<file path="src/rtl/irq_enable_pkg.sv">
// Package with constants and carrier types for the interrupt enable gate
package irq_enable_pkg;

  // ----------------------------------------------------------------
  // Register map
  // ----------------------------------------------------------------
  localparam int ADDR_W = 4;
  localparam int DATA_W = 8;
  localparam logic [ADDR_W-1:0] ENABLE_OFFSET = 4'h0;
  localparam logic [ADDR_W-1:0] FLAG_OFFSET = 4'h1;
  localparam logic [ADDR_W-1:0] STATUS_OFFSET = 4'h2;
  localparam logic [ADDR_W-1:0] MASK_OFFSET = 4'h3;

  // ----------------------------------------------------------------
  // Field positions and reset values
  // ----------------------------------------------------------------
  localparam int EXT0_BIT = 0;
  localparam int TIMER0_BIT = 1;
  localparam int EXT1_BIT = 2;
  localparam int TIMER1_BIT = 3;
  localparam int NUM_SRC = 4;
  localparam logic [NUM_SRC-1:0] ENABLE_RESET = 4'h0;
  localparam logic [NUM_SRC-1:0] MASK_RESET = 4'h0;
  localparam logic [NUM_SRC-1:0] STATUS_RESET = 4'h0;

  // ----------------------------------------------------------------
  // Carriers
  // ----------------------------------------------------------------
  typedef struct packed {
    logic [ADDR_W-1:0] addr;
    logic [DATA_W-1:0] wdata;
    logic wr;
    logic rd;
  } reg_req_type;

  typedef struct packed {
    logic timer1_overflow_flag;
    logic ext_irq1_input_n;
    logic timer0_overflow_flag;
    logic ext_irq0_input_n;
  } irq_src_type;

endpackage

</file>
<file path="src/rtl/irq_enable_gate.sv">
// Interrupt enable gate for timer and external interrupt sources
//
// Summary of operation
// [RULE1] Bit 3 gates timer one overflow requests
// [RULE2] Bit 2 gates active-low external interrupt one
// [RULE3] Bit 1 gates timer zero overflow requests
// [RULE4] Bit 0 gates external interrupt zero
// [RULE5] Masking only gates; source flags stay untouched
`timescale 1ns/1ps

module irq_enable_gate (
  // Clock and reset
  input wire logic i_clk_sys,
  input wire logic i_arst_n,
  // Register port
  input wire irq_enable_pkg::reg_req_type i_req,
  output logic [irq_enable_pkg::DATA_W-1:0] o_rdata,
  // Interrupt sources
  input wire irq_enable_pkg::irq_src_type i_src,
  // Gated requests toward the core
  output logic [irq_enable_pkg::NUM_SRC-1:0] o_irq_req,
  output logic o_irq
);
  import irq_enable_pkg::*;

  // ----------------------------------------------------------------
  // Reset release
  // ----------------------------------------------------------------
  logic rst_meta_q;
  logic rst_n_q;
  always_ff @(posedge i_clk_sys or negedge i_arst_n) begin
    if (!i_arst_n) begin
      rst_meta_q <= 1'b0;
      rst_n_q <= 1'b0;
    end else begin
      rst_meta_q <= 1'b1;
      rst_n_q <= rst_meta_q;
    end
  end

  // ----------------------------------------------------------------
  // Request lines and gating
  // ----------------------------------------------------------------
  logic [NUM_SRC-1:0] raw;
  logic [NUM_SRC-1:0] enable_q, enable_d;
  logic [NUM_SRC-1:0] mask_q, mask_d;
  logic [NUM_SRC-1:0] status_q, status_d;
  logic [NUM_SRC-1:0] req_d;
  logic [NUM_SRC-1:0] req_q;
  logic irq_q, irq_d;
  logic [DATA_W-1:0] rdata_q, rdata_d;
  logic [NUM_SRC-1:0] wbits;

  // Timer flags pass through unaltered and the active-low external inputs are inverted; the gate never writes them back
  always_comb begin
    raw[TIMER1_BIT] = i_src.timer1_overflow_flag; // RULE5
    raw[EXT1_BIT] = ~i_src.ext_irq1_input_n;
    raw[TIMER0_BIT] = i_src.timer0_overflow_flag;
    raw[EXT0_BIT] = ~i_src.ext_irq0_input_n;
  end

  always_comb begin
    req_d = '0;
    req_d[TIMER1_BIT] = raw[TIMER1_BIT] & enable_q[TIMER1_BIT]; // RULE1
    req_d[EXT1_BIT] = raw[EXT1_BIT] & enable_q[EXT1_BIT]; // RULE2
    req_d[TIMER0_BIT] = raw[TIMER0_BIT] & enable_q[TIMER0_BIT]; // RULE3
    req_d[EXT0_BIT] = raw[EXT0_BIT] & enable_q[EXT0_BIT]; // RULE4
  end

  // ----------------------------------------------------------------
  // Control registers
  // ----------------------------------------------------------------
  always_comb begin
    wbits = i_req.wdata[NUM_SRC-1:0];
    enable_d = enable_q;
    mask_d = mask_q;
    if (i_req.wr && i_req.addr == ENABLE_OFFSET) begin
      enable_d = wbits;
    end
    if (i_req.wr && i_req.addr == MASK_OFFSET) begin
      mask_d = wbits;
    end
  end

  always_ff @(posedge i_clk_sys or negedge rst_n_q) begin
    if (!rst_n_q) begin
      enable_q <= ENABLE_RESET;
      mask_q <= MASK_RESET;
    end else begin
      enable_q <= enable_d;
      mask_q <= mask_d;
    end
  end

  // ----------------------------------------------------------------
  // Gated requests, sticky status and interrupt level
  // ----------------------------------------------------------------
  always_comb begin
    // Write one clears; a new gated request wins over the clear
    status_d = status_q;
    if (i_req.wr && i_req.addr == STATUS_OFFSET) begin
      status_d = status_q & ~wbits;
    end
    status_d = status_d | req_q;
    // Taken from the next values so the level never lags the status
    irq_d = |(status_d & mask_d);
  end

  always_ff @(posedge i_clk_sys or negedge rst_n_q) begin
    if (!rst_n_q) begin
      req_q <= '0;
      status_q <= STATUS_RESET;
      irq_q <= 1'b0;
    end else begin
      req_q <= req_d;
      status_q <= status_d;
      irq_q <= irq_d;
    end
  end

  // ----------------------------------------------------------------
  // Read data
  // ----------------------------------------------------------------
  always_comb begin
    // Idle cycles read zero so stale data is never taken for an answer
    rdata_d = '0;
    if (i_req.rd) begin
      case (i_req.addr)
        ENABLE_OFFSET: rdata_d = {{(DATA_W-NUM_SRC){1'b0}}, enable_q};
        FLAG_OFFSET: rdata_d = {{(DATA_W-NUM_SRC){1'b0}}, raw};
        STATUS_OFFSET: rdata_d = {{(DATA_W-NUM_SRC){1'b0}}, status_q};
        MASK_OFFSET: rdata_d = {{(DATA_W-NUM_SRC){1'b0}}, mask_q};
        default: rdata_d = '0;
      endcase
    end
  end

  always_ff @(posedge i_clk_sys or negedge rst_n_q) begin
    if (!rst_n_q) begin
      rdata_q <= '0;
    end else begin
      rdata_q <= rdata_d;
    end
  end

  assign o_irq_req = req_q;
  assign o_irq = irq_q;
  assign o_rdata = rdata_q;
endmodule

</file>
<file path="config.mk">
export PLATFORM = sky130hd
export DESIGN_NAME = irq_enable_gate
export DESIGN_NICKNAME = d
export VERILOG_FILES = /design/src/rtl/irq_enable_pkg.sv /design/src/rtl/irq_enable_gate.sv
export SDC_FILE = /design/constraint.sdc
export NUM_CORES = 1
export LEC_CHECK = 0
export ABC_AREA = 1
export ABC_CLOCK_PERIOD_IN_PS = 1800
export BUFFER_PORTS_ARGS = -buffer_cell sky130_fd_sc_hd__buf_2
export CAP_MARGIN = 20
export CORE_MARGIN = 1
export CORE_UTILIZATION = 40
export DETAILED_ROUTE_END_ITERATION = 10
export PLACE_DENSITY_LB_ADDON = 0.08
export REMOVE_ABC_BUFFERS = 1
export SLEW_MARGIN = 20
export SYNTH_ARGS = -nofsm -noshare
export SYNTH_HDL_FRONTEND = slang
export SYNTH_SLANG_ARGS = --single-unit
</file>
<file path="constraint.sdc">
create_clock -name i_clk_sys -period 1.8 [get_ports i_clk_sys]
set_clock_uncertainty 0.2 [all_clocks]
set_input_delay 0.18 -clock i_clk_sys [delete_from_list [all_inputs] [get_ports i_clk_sys]]
set_output_delay 0.18 -clock i_clk_sys [all_outputs]
set_load 0.02 [all_outputs]
</file>
; After elaboration in Yosys (flattened, before gate mapping)
; Index checks and enable logic that the tools add are counted.
[word_totals]
regBits = 27
out_inout_bits = 13
input_bits = 20
word_cells = 30
[op_classes]
reduce_logical = 5
eq_ne = 3
bitwise = 10
mux = 4
[ops]
columns = operator, n
row1 = $pmux W4 S4, 1
row2 = $and A4 B4 Y4, 2
row3 = $eq A4 B2 Y1 const B, 2
row4 = $mux W4, 2
row5 = $mux W8, 1
row6 = $and A1 B1 Y1, 4
row7 = $eq A4 B1 Y1 const B, 1
row8 = $logic_not A4 Y1, 1
row9 = $not A4 Y4, 1
row10 = $or A4 B4 Y4, 1
row11 = $reduce_or A4 Y1, 1
row12 = $logic_and A1 B1 Y1, 3
row13 = $not A1 Y1, 2

; Longest topological paths before layout
; Gate-level depths: netlist of run 1.
[logic_depth]
depth_word = 6
ltp_mapped = 10
depth_no_buf = 10

; Worst setup path after synthesis of run 1
; OpenSTA, ideal clock, no wires.
[synth_timing]
path_type = input to register
start = input port i_req[13] in the netlist's numbering
end = register irq_q (netlist: o_irq)
n_path_buf = 1
stages = 9
setup_time_ns = 0.116
required_time_ns = 1.484
setup_slack_ns = 0.596
arrival_time_ns = 0.888
cell_sequence = nor2_1 buf_2 nand4_1 nand2_1 nand2_1 nand2_2 nand2_1 inv_1 nand2_1
[synth_between]
elab_chain_len = 6
word_cells_on_any_way = 9
cone_classes = eq/ne (2) / mux (2) / bitwise (2) / reduce/logical (3)
[synth_lines]
columns = element, line
row1 = "start, declared", irq_enable_gate.sv:16  ; input wire irq_enable_pkg::reg_req_type i_req,
row2 = $eq A4 B2 Y1, irq_enable_gate.sv:101  ; if (i_req.wr && i_req.addr == STATUS_OFFSET) begin
row3 = $logic_and A1 B1 Y1, irq_enable_gate.sv:101
row4 = $mux W4, irq_enable_gate.sv:101
row5 = $or A4 B4 Y4, irq_enable_gate.sv:104  ; status_d = status_d | req_q;
row6 = net status_d[1], irq_enable_gate.sv:47  ; logic [NUM_SRC-1:0] status_q, status_d;
row7 = $and A4 B4 Y4, irq_enable_gate.sv:106  ; irq_d = |(status_d & mask_d);
row8 = $reduce_or A4 Y1, irq_enable_gate.sv:106
row9 = net irq_d, irq_enable_gate.sv:50  ; logic irq_q, irq_d;
row10 = "end signal, assigned", irq_enable_gate.sv:117  ; irq_q <= irq_d;
row11 = "end, declared", irq_enable_gate.sv:50
; The timed path passes the listed nets, and every way through them passes these cells.
; A chain may end at the register's enable or synchronous reset.

; Final worst setup path of run 1
[layout_timing]
start = input port i_req[5] in the netlist's numbering
end = register irq_q (netlist: o_irq)
[layout_between]
elab_chain_len = 6
word_cells_on_any_way = 7
cone_classes = mux (2) / bitwise (4) / reduce/logical (1)
[layout_lines]
columns = element, line
row1 = $not A4 Y4, irq_enable_gate.sv:102  ; status_d = status_q & ~wbits;
row2 = $and A4 B4 Y4, irq_enable_gate.sv:102
row3 = $mux W4, irq_enable_gate.sv:101
row4 = $or A4 B4 Y4, irq_enable_gate.sv:104
row5 = net status_d[3], irq_enable_gate.sv:47
row6 = $and A4 B4 Y4, irq_enable_gate.sv:106
row7 = $reduce_or A4 Y1, irq_enable_gate.sv:106
row8 = net irq_d, irq_enable_gate.sv:50
; The timed path passes the listed nets, and every way through them passes these cells.

==> metrics.txt, run 1 <==
# TYPE chip_impl_metric gauge
chip_impl_info{name="status",value="finished clean"} 1
chip_impl_metric{name="timing.max_cap.violations",unit=""} 0
chip_impl_metric{name="core.rowCount",unit=""} 18
chip_impl_info{name="hold_crit_class",value="reg2async"} 1
chip_impl_metric{name="cts_num_sinks",unit=""} 23
chip_impl_metric{name="final_area",unit="um2"} 1350
chip_impl_info{name="worst_setup_path_end_kind",value="flip-flop"} 1
chip_impl_metric{name="postPlaceCellArea",unit="um2"} 1210
chip_impl_metric{name="worst_slack",unit="ns"} 0.524
chip_impl_metric{name="die-area",unit="um2"} 2860
chip_impl_info{name="final_common_cell",value="sky130_fd_sc_hd__nand2_1"} 1
chip_impl_metric{name="dr.first_iter.drc_count",unit=""} 17
chip_impl_metric{name="switchingPower",unit="mW"} 0.332
chip_impl_metric{name="synthesis.yosys.warnings",unit=""} 0
chip_impl_metric{name="cts_buffers",unit=""} 3
chip_impl_metric{name="seq_power_share",unit="%"} 56.2
chip_impl_metric{name="worst_hold_slack",unit="ns"} 0.00659
chip_impl_metric{name="initial_utilization",unit="%"} 42.4
chip_impl_metric{name="clock_tree_buffer_depth",unit=""} 2
chip_impl_metric{name="mappedNetlistArea",unit="um2"} 1060
chip_impl_metric{name="tns",unit="ns"} 0
chip_impl_metric{name="avgSynthCellArea",unit="um2"} 8.98
chip_impl_metric{name="dp_worst_setup_slack",unit="ns"} 0.305
chip_impl_metric{name="synth-seq-cells",unit=""} 23
chip_impl_metric{name="total_power",unit="mW"} 1.10
chip_impl_metric{name="layout.core_utilization",unit="%"} 53.8
chip_impl_metric{name="placed_cells",unit=""} 172
chip_impl_metric{name="min_period_over_period",unit="%"} 70.9
chip_impl_metric{name="coreArea",unit="um2"} 2500
chip_impl_metric{name="drt-total-wl",unit="um"} 2170
chip_impl_metric{name="vdd_drop_max",unit="uV"} 532
chip_impl_metric{name="postCtsSetupBuffers",unit=""} 0
chip_impl_metric{name="drt.antenna.violating_nets",unit=""} 0
chip_impl_metric{name="finalWeightedCongestion",unit=""} 0.852
chip_impl_metric{name="detail_route.wl_per_cell",unit="um"} 11.6
chip_impl_metric{name="area_growth",unit="%"} 26.9
chip_impl_metric{name="critPathArrivalTime",unit="ns"} 1.28
chip_impl_metric{name="synth.lib_cells_used.distinct",unit=""} 18
chip_impl_metric{name="antenna_cells",unit=""} 0
chip_impl_metric{name="clock_group_share_of_total_power",unit="%"} 21.0
chip_impl_metric{name="drt-vias-per-instance",unit=""} 4.67
chip_impl_metric{name="global_route.usage.total",unit="%"} 18.2
chip_impl_metric{name="grt_overflow",unit=""} 0
chip_impl_metric{name="power-per-cell-area",unit="nW/um2"} 819
chip_impl_metric{name="post-dp-hpwl",unit="um"} 1580
chip_impl_info{name="mostFrequentLayoutCells",value="sky130_fd_sc_hd__nand2_1, sky130_fd_sc_hd__buf_2, sky130_fd_sc_hd__dfrtp_1"} 1
chip_impl_metric{name="worst_setup_hold_path_clk_slew",unit="ns"} 0.12
chip_impl_info{name="timing.setup.critical_path_class",value="in2reg"} 1
chip_impl_metric{name="die_height",unit="um"} 53.5
chip_impl_metric{name="grt_start_max_net_pins",unit=""} 22
chip_impl_metric{name="setup_viol",unit=""} 0
chip_impl_metric{name="drt-pass1-iter-count",unit=""} 4
chip_impl_metric{name="switching_share",unit="%"} 30.1
chip_impl_metric{name="timing.final.max_slew_violations",unit=""} 0
chip_impl_metric{name="worst_reg2reg_path_length_in_cells",unit=""} 4
chip_impl_metric{name="first_global_vias",unit=""} 782
chip_impl_metric{name="synthCells",unit=""} 118
chip_impl_metric{name="clkLatencyLatePin",unit="ns"} 0.30
chip_impl_metric{name="wire_length_of_the_first_global_routing_pass",unit="um"} 3540
chip_impl_metric{name="final_layout_size_suffix_gt1_share",unit="%"} 25.5
chip_impl_metric{name="detailroute.via_count",unit=""} 874
chip_impl_info{name="startpoint_type",value="input port"} 1
chip_impl_info{name="tritoncts",value="done"} 1
chip_impl_metric{name="leakage",unit="nW"} 0.718
chip_impl_metric{name="final_critical_period",unit="ns"} 1.28
chip_impl_metric{name="max_clock_freq",unit="MHz"} 784
chip_impl_metric{name="antenna_violations_before_repair",unit=""} 0
chip_impl_metric{name="p_int",unit="mW"} 0.770
chip_impl_metric{name="drc",unit=""} 0
chip_impl_metric{name="final-hold-violation-count",unit=""} 0
chip_impl_info{name="rsz0062_at_grt",value="no"} 1
chip_impl_metric{name="cp.required",unit="ns"} 1.81
chip_impl_metric{name="i_o_pin_count",unit=""} 33
chip_impl_info{name="clock-root-buffer",value="sky130_fd_sc_hd__clkbuf_4"} 1
chip_impl_metric{name="dieWidth",unit="um"} 53.5
chip_impl_metric{name="synth_sequential_area_ratio",unit="%"} 54.3
chip_impl_metric{name="comb_power_share",unit="%"} 22.8
chip_impl_metric{name="io_buffers",unit=""} 24
chip_impl_metric{name="final_cells",unit=""} 187
chip_impl_metric{name="nNetsFinal",unit=""} 178
chip_impl_metric{name="htree_num_levels",unit=""} 1
chip_impl_metric{name="worstPathMaxFanout",unit=""} 3
final timing paths:
kind / startpoint / to / slack (ns)
min in group i_clk_sys: i_req[10] / o_rdata[3] / 0.09
max in group asynchronous: i_arst_n / rst_n_q / 0.77
worst min-delay path: rst_n_q / o_irq_req[2] / 0.007
worst max-delay path: i_req[5] / o_irq / 0.52
worst max register to register: status_q[0] / o_rdata[0] / 0.66
worst min register to register: rst_n_q / o_irq_req[2] / 0.007
power by group through the flow:
stage	combinational, mW	clock (mW)	sequential [mW]
floorplan	0.118	0	0.659
global route	0.283	0.271	0.628
finish	0.251	0.231	0.619
CTS	0.254	0.243	0.619
global placement	0.231	0	0.626
detailed placement	0.236	0	0.628
cells in the mapped netlist:
library cell                n  area [um2]
sky130_fd_sc_hd__nand2_1   32         120
sky130_fd_sc_hd__dfrtp_1   23         576
sky130_fd_sc_hd__inv_1     16        60.1
sky130_fd_sc_hd__nor2_1    10        37.5
sky130_fd_sc_hd__nand4_1    6        37.5
sky130_fd_sc_hd__nand3_1    5        25.0
sky130_fd_sc_hd__buf_4      4        30.0
sky130_fd_sc_hd__nand2_2    4        25.0
sky130_fd_sc_hd__a211oi_1   2        15.0
sky130_fd_sc_hd__a21oi_1    2        10.0
sky130_fd_sc_hd__a41oi_1    2        17.5
sky130_fd_sc_hd__conb_1     2        7.51
sky130_fd_sc_hd__mux2_2     2        22.5
sky130_fd_sc_hd__nand2_4    2        22.5
sky130_fd_sc_hd__nor2_4     2        22.5
sky130_fd_sc_hd__o21ai_0    2        10.0
sky130_fd_sc_hd__buf_2      1        5.00
sky130_fd_sc_hd__nor3_4     1        16.3
worst max-delay path: stages:
cell and delay, ns:
sky130_fd_sc_hd__dlygate4sd3_1 0.52, sky130_fd_sc_hd__buf_2 0.12, sky130_fd_sc_hd__nand4_1 0.10, sky130_fd_sc_hd__nand2_1 0.07, sky130_fd_sc_hd__nand2_1 0.06, sky130_fd_sc_hd__nand2_1 0.06
sky130_fd_sc_hd__nand2_1 0.07, sky130_fd_sc_hd__inv_1 0.05, sky130_fd_sc_hd__nand2_1 0.04
cell type report:
class	instances	area, um2
fill	239	1150
clock buffer	4	26.3
multi-input combinational	77	400
tap	30	37.5
sequential	23	576
timing repair buffer	37	245
inverter	16	60.1
metal layers:
metal	up-vias	track usage (%)	wire (um)	share of wire, %
li1	444	-	-	-
met1	399	24.8	1060	49
met2	27	25.8	951	44
met3	4	6.32	120	5.5
met4	0	7.46	44	2.0
met5	-	0	0	0
registers in the layout, indices dropped and copies added, names as in the netlist:
signal and flops:
enable_q 4, mask_q 4, o_irq_req 4, o_rdata 4, status_q 4, o_irq 1
rst_meta_q 1, rst_n_q 1
logic make-up after synthesis:
kind of cell,share of synthesized area [%]
other cells,0.709
buf+inv,8.97
flops,54.3
mux,2.12
simple gates,28.9
compound gates,4.96
timing repair:
item                      4_1_cts  5_1_grt
hold endpoints to repair       17        0
hold buffers                   11        0
resized for setup               0        0
(Power assumes the default switching activity.)
==> run 2, diff against run 1 <==
--- a/config.mk
+++ b/config.mk
@@ -5,8 +5,8 @@
 export SDC_FILE = /design/constraint.sdc
 export NUM_CORES = 1
 export LEC_CHECK = 0
-export ABC_AREA = 1
-export ABC_CLOCK_PERIOD_IN_PS = 1800
+export ABC_AREA = 0
+export ABC_CLOCK_PERIOD_IN_PS = 1200
 export BUFFER_PORTS_ARGS = -buffer_cell sky130_fd_sc_hd__buf_2
 export CAP_MARGIN = 20
 export CORE_MARGIN = 1
==> constraint.sdc (replaced) <==
create_clock -name i_clk_sys -period 1.2 [get_ports i_clk_sys]
set_clock_uncertainty 0.2 [all_clocks]
set_input_delay 0.12 -clock i_clk_sys [delete_from_list [all_inputs] [get_ports i_clk_sys]]
set_output_delay 0.12 -clock i_clk_sys [all_outputs]
set_load 0.02 [all_outputs]
==> metrics.txt, run 2 <==
# TYPE chip_impl_metric gauge
chip_impl_info{name="ys_dominant_reg_cell",value="sky130_fd_sc_hd__dfrtp_1"} 1
chip_impl_metric{name="cts_num_sinks",unit=""} 23
chip_impl_info{name="tritoncts",value="done"} 1
chip_impl_info{name="mostFrequentLayoutCells",value="sky130_fd_sc_hd__dfrtp_1, sky130_fd_sc_hd__buf_4, sky130_fd_sc_hd__buf_6"} 1
chip_impl_metric{name="timing.critical_path.slowest_cell_delay",unit="ns"} 0.60
chip_impl_metric{name="final-hold-violation-count",unit=""} 0
chip_impl_metric{name="max_clock_freq",unit="MHz"} 721
chip_impl_metric{name="seqCellArea",unit="um2"} 576
chip_impl_info{name="ys_top_cells_by_count",value="sky130_fd_sc_hd__dfrtp_1, sky130_fd_sc_hd__buf_4, sky130_fd_sc_hd__mux2i_1, sky130_fd_sc_hd__nand2_1, sky130_fd_sc_hd__o22ai_1"} 1
chip_impl_metric{name="seq_power_share",unit="%"} 50.6
chip_impl_info{name="rsz0062_at_grt",value="yes"} 1
chip_impl_metric{name="async_reset_ff_share",unit="%"} 100
chip_impl_metric{name="antenna_violations_before_repair",unit=""} 0
chip_impl_metric{name="global_route.usage.total",unit="%"} 20.6
chip_impl_metric{name="comb_power_share",unit="%"} 30.6
chip_impl_metric{name="die_height",unit="um"} 54.6
chip_impl_metric{name="antenna_cells",unit=""} 0
chip_impl_metric{name="tns",unit="ns"} -1.12
chip_impl_info{name="synth.most_common_cell",value="sky130_fd_sc_hd__dfrtp_1"} 1
chip_impl_metric{name="cts_buffers",unit=""} 3
chip_impl_metric{name="fillCellCount",unit=""} 233
chip_impl_metric{name="coreArea",unit="um2"} 2540
chip_impl_metric{name="dieWidth",unit="um"} 54.6
chip_impl_metric{name="critPathArrivalTime",unit="ns"} 1.40
chip_impl_metric{name="mappedNetlistArea",unit="um2"} 1100
chip_impl_metric{name="vdd_drop_max",unit="uV"} 966
chip_impl_metric{name="htree_num_levels",unit=""} 1
chip_impl_info{name="worstReg2RegStart",value="o_irq_req[3]"} 1
chip_impl_info{name="final_common_cell",value="sky130_fd_sc_hd__dfrtp_1"} 1
chip_impl_metric{name="worst_reg2reg_path_length_in_cells",unit=""} 4
chip_impl_metric{name="dp_worst_setup_slack",unit="ns"} -0.508
chip_impl_metric{name="avgSynthCellArea",unit="um2"} 12.3
chip_impl_metric{name="dr.first_iter.drc_count",unit=""} 4
chip_impl_metric{name="yosysTopAreaCellShare",unit="%"} 52.1
chip_impl_info{name="topRoutingLayerUsed",value="met4"} 1
chip_impl_metric{name="drt-pass1-iter-count",unit=""} 4
chip_impl_metric{name="min_period_over_period",unit="%"} 116
chip_impl_metric{name="grt_start_max_net_pins",unit=""} 22
chip_impl_metric{name="area_growth",unit="%"} 46.8
chip_impl_info{name="status",value="complete, but fails checks"} 1
chip_impl_info{name="worst_path_dominant_cell_family",value="buffers and inverters"} 1
chip_impl_metric{name="nNetsFinal",unit=""} 167
chip_impl_metric{name="p_int",unit="mW"} 1.37
chip_impl_metric{name="first_global_vias",unit=""} 861
chip_impl_metric{name="final_layout_size_suffix_gt1_share",unit="%"} 47.3
chip_impl_metric{name="wl_met3",unit="um"} 84
chip_impl_metric{name="drt-total-wl",unit="um"} 2540
chip_impl_metric{name="worstPathMaxFanout",unit=""} 3
chip_impl_metric{name="clkLatencyLatePin",unit="ns"} 0.31
chip_impl_metric{name="grt_overflow",unit=""} 0
chip_impl_metric{name="synthCells",unit=""} 90
chip_impl_metric{name="switching_share",unit="%"} 29.1
chip_impl_metric{name="die-area",unit="um2"} 2980
chip_impl_metric{name="drt.antenna.violating_nets",unit=""} 0
chip_impl_metric{name="worst-r2r-setup-slack",unit="ns"} -0.18
chip_impl_metric{name="finalWeightedCongestion",unit=""} 0.776
chip_impl_metric{name="wl_met2",unit="um"} 1150
chip_impl_metric{name="worst_slack",unit="ns"} -0.188
chip_impl_metric{name="setup_viol",unit=""} 9
chip_impl_metric{name="cp.buffers_inverters",unit=""} 2
chip_impl_info{name="hold_crit_class",value="reg2async"} 1
chip_impl_info{name="timing.setup.critical_path_class",value="in2reg"} 1
chip_impl_metric{name="synth-seq-cells",unit=""} 23
chip_impl_metric{name="synth.lib_cells_used.distinct",unit=""} 27
chip_impl_metric{name="wire_length_of_the_first_global_routing_pass",unit="um"} 4080
chip_impl_info{name="synthDominantAreaCellType",value="sky130_fd_sc_hd__dfrtp_1"} 1
chip_impl_metric{name="cp.required",unit="ns"} 1.21
chip_impl_metric{name="drt-vias-per-instance",unit=""} 5.13
chip_impl_metric{name="drc",unit=""} 0
chip_impl_metric{name="synth_sequential_area_ratio",unit="%"} 52.1
chip_impl_metric{name="clock_tree_buffer_depth",unit=""} 2
chip_impl_metric{name="detailroute.via_count",unit=""} 902
chip_impl_metric{name="initial_utilization",unit="%"} 43.4
chip_impl_metric{name="met1Wirelength",unit="um"} 1260
chip_impl_metric{name="multi_input_area",unit="um2"} 505
chip_impl_metric{name="worst_setup_hold_path_clk_slew",unit="ns"} 0.13
chip_impl_metric{name="synth_edf_count",unit=""} 0
chip_impl_info{name="timing.critical_path.slowest_stage_cell",value="sky130_fd_sc_hd__dlygate4sd3_1"} 1
chip_impl_metric{name="leakage",unit="nW"} 0.789
chip_impl_metric{name="power-per-cell-area",unit="nW/um2"} 1190
chip_impl_info{name="leading_cell_types_by_total_area_after_synthesis",value="sky130_fd_sc_hd__dfrtp_1, sky130_fd_sc_hd__mux2_4, sky130_fd_sc_hd__mux2i_1, sky130_fd_sc_hd__buf_4, sky130_fd_sc_hd__mux2_2"} 1
chip_impl_metric{name="detail_route.wl_per_cell",unit="um"} 14.4
chip_impl_metric{name="core.rowCount",unit=""} 18
chip_impl_metric{name="final_critical_period",unit="ns"} 1.39
chip_impl_metric{name="synthesis.yosys.warnings",unit=""} 0
chip_impl_metric{name="timing.max_cap.violations",unit=""} 0
chip_impl_info{name="critical_path.cell_chain",value="buf_2, dlygate4sd3_1, mux2_2, a211o_1"} 1
chip_impl_metric{name="io_buffers",unit=""} 24
chip_impl_info{name="regToRegEndpoint",value="o_irq"} 1
chip_impl_metric{name="clock_group_share_of_total_power",unit="%"} 18.7
chip_impl_info{name="startpoint_type",value="input port"} 1
chip_impl_info{name="violations",value="setup timing"} 1
chip_impl_metric{name="switchingPower",unit="mW"} 0.563
chip_impl_info{name="clock-root-buffer",value="sky130_fd_sc_hd__clkbuf_4"} 1
chip_impl_metric{name="i_o_pin_count",unit=""} 33
chip_impl_info{name="worst_setup_path_end_kind",value="flip-flop"} 1
chip_impl_metric{name="post-dp-hpwl",unit="um"} 1740
chip_impl_metric{name="timing.final.max_slew_violations",unit=""} 0
chip_impl_metric{name="worst_hold_slack",unit="ns"} 0.0209
run 2: cell types whose count changed after synthesis, moves of 3 or more:
cell                       change
sky130_fd_sc_hd__a21o_1        +4
sky130_fd_sc_hd__nand2_1      -27
sky130_fd_sc_hd__nand2_2       -4
sky130_fd_sc_hd__mux2i_1       +5
sky130_fd_sc_hd__o22ai_1       +5
sky130_fd_sc_hd__inv_1        -15
sky130_fd_sc_hd__and3_1        +4
sky130_fd_sc_hd__nor2_1        -7
sky130_fd_sc_hd__mux2_4        +4
sky130_fd_sc_hd__nand3b_1      +3
sky130_fd_sc_hd__nand4_1       -6
sky130_fd_sc_hd__nand3_1       -5
run 2: through the flow:
stage	power [mW]	utilization, %	std cells	area (um2)
CTS	1.91	60.8	173	1550
finish	1.93	63.7	176	1620
detailed placement	1.45	53.1	158	1350
floorplan	1.24	-	86	1060
global placement	1.44	53.1	158	1350
global route	2.05	63.7	176	1620
run 2: layer usage:
layer	track usage (%)	vias to the layer above
li1	-	429
met1	29.2	440
met4	8.97	0
met3	2.78	4
met2	31.1	29
met5	0	-
run 2: power groups by stage:
stage | Clock [mW] | Sequential, mW | Combinational [mW]
5_1_grt | 0.415 | 0.991 | 0.641
2_1_floorplan | 0 | 1.02 | 0.223
3_5_place_dp | 0 | 0.981 | 0.466
3_3_place_gp | 0 | 0.980 | 0.459
6_report | 0.363 | 0.979 | 0.593
4_1_cts | 0.384 | 0.972 | 0.556
run 2: layout make-up:
cell class,instances,area share (%)
Clock buffer,3,1.39
Clock inverter,1,0.309
Inverter,1,0.231
Multi-Input combinational cell,62,31.2
Sequential cell,23,35.5
Tap cell,30,2.31
Timing Repair Buffer,56,29.1
run 2: how the worst max path moves through the flow:
stage          cells after the start         start     endpoint
3_3_place_gp                       6     i_req[12]        o_irq
5_1_grt                            4  o_irq_req[3]        o_irq
3_5_place_dp                       5     i_req[13]        o_irq
6_report                           4      i_req[4]        o_irq
4_1_cts                            4  o_irq_req[3]        o_irq
2_1_floorplan                      3     i_req[10]  enable_q[0]
run 2: timing repair:
action / CTS / global route
pin swaps: 11 / 5
hold buffers: 10 / 1
buffers inserted: 1 / 2
gates resized for setup: 18 / 16
setup endpoints to repair: 12 / 21
cloned: 0 / 0
endpoints found under the hold margin: 22 / 3
run 2: cells by family after synthesis:
group,count (synthesis),share of synthesized area [%]
flops,23,52.1
buf+inv,8,5.44
compound gates,18,10.6
other cells,2,0.680
mux,14,16.4
simple gates,25,14.7
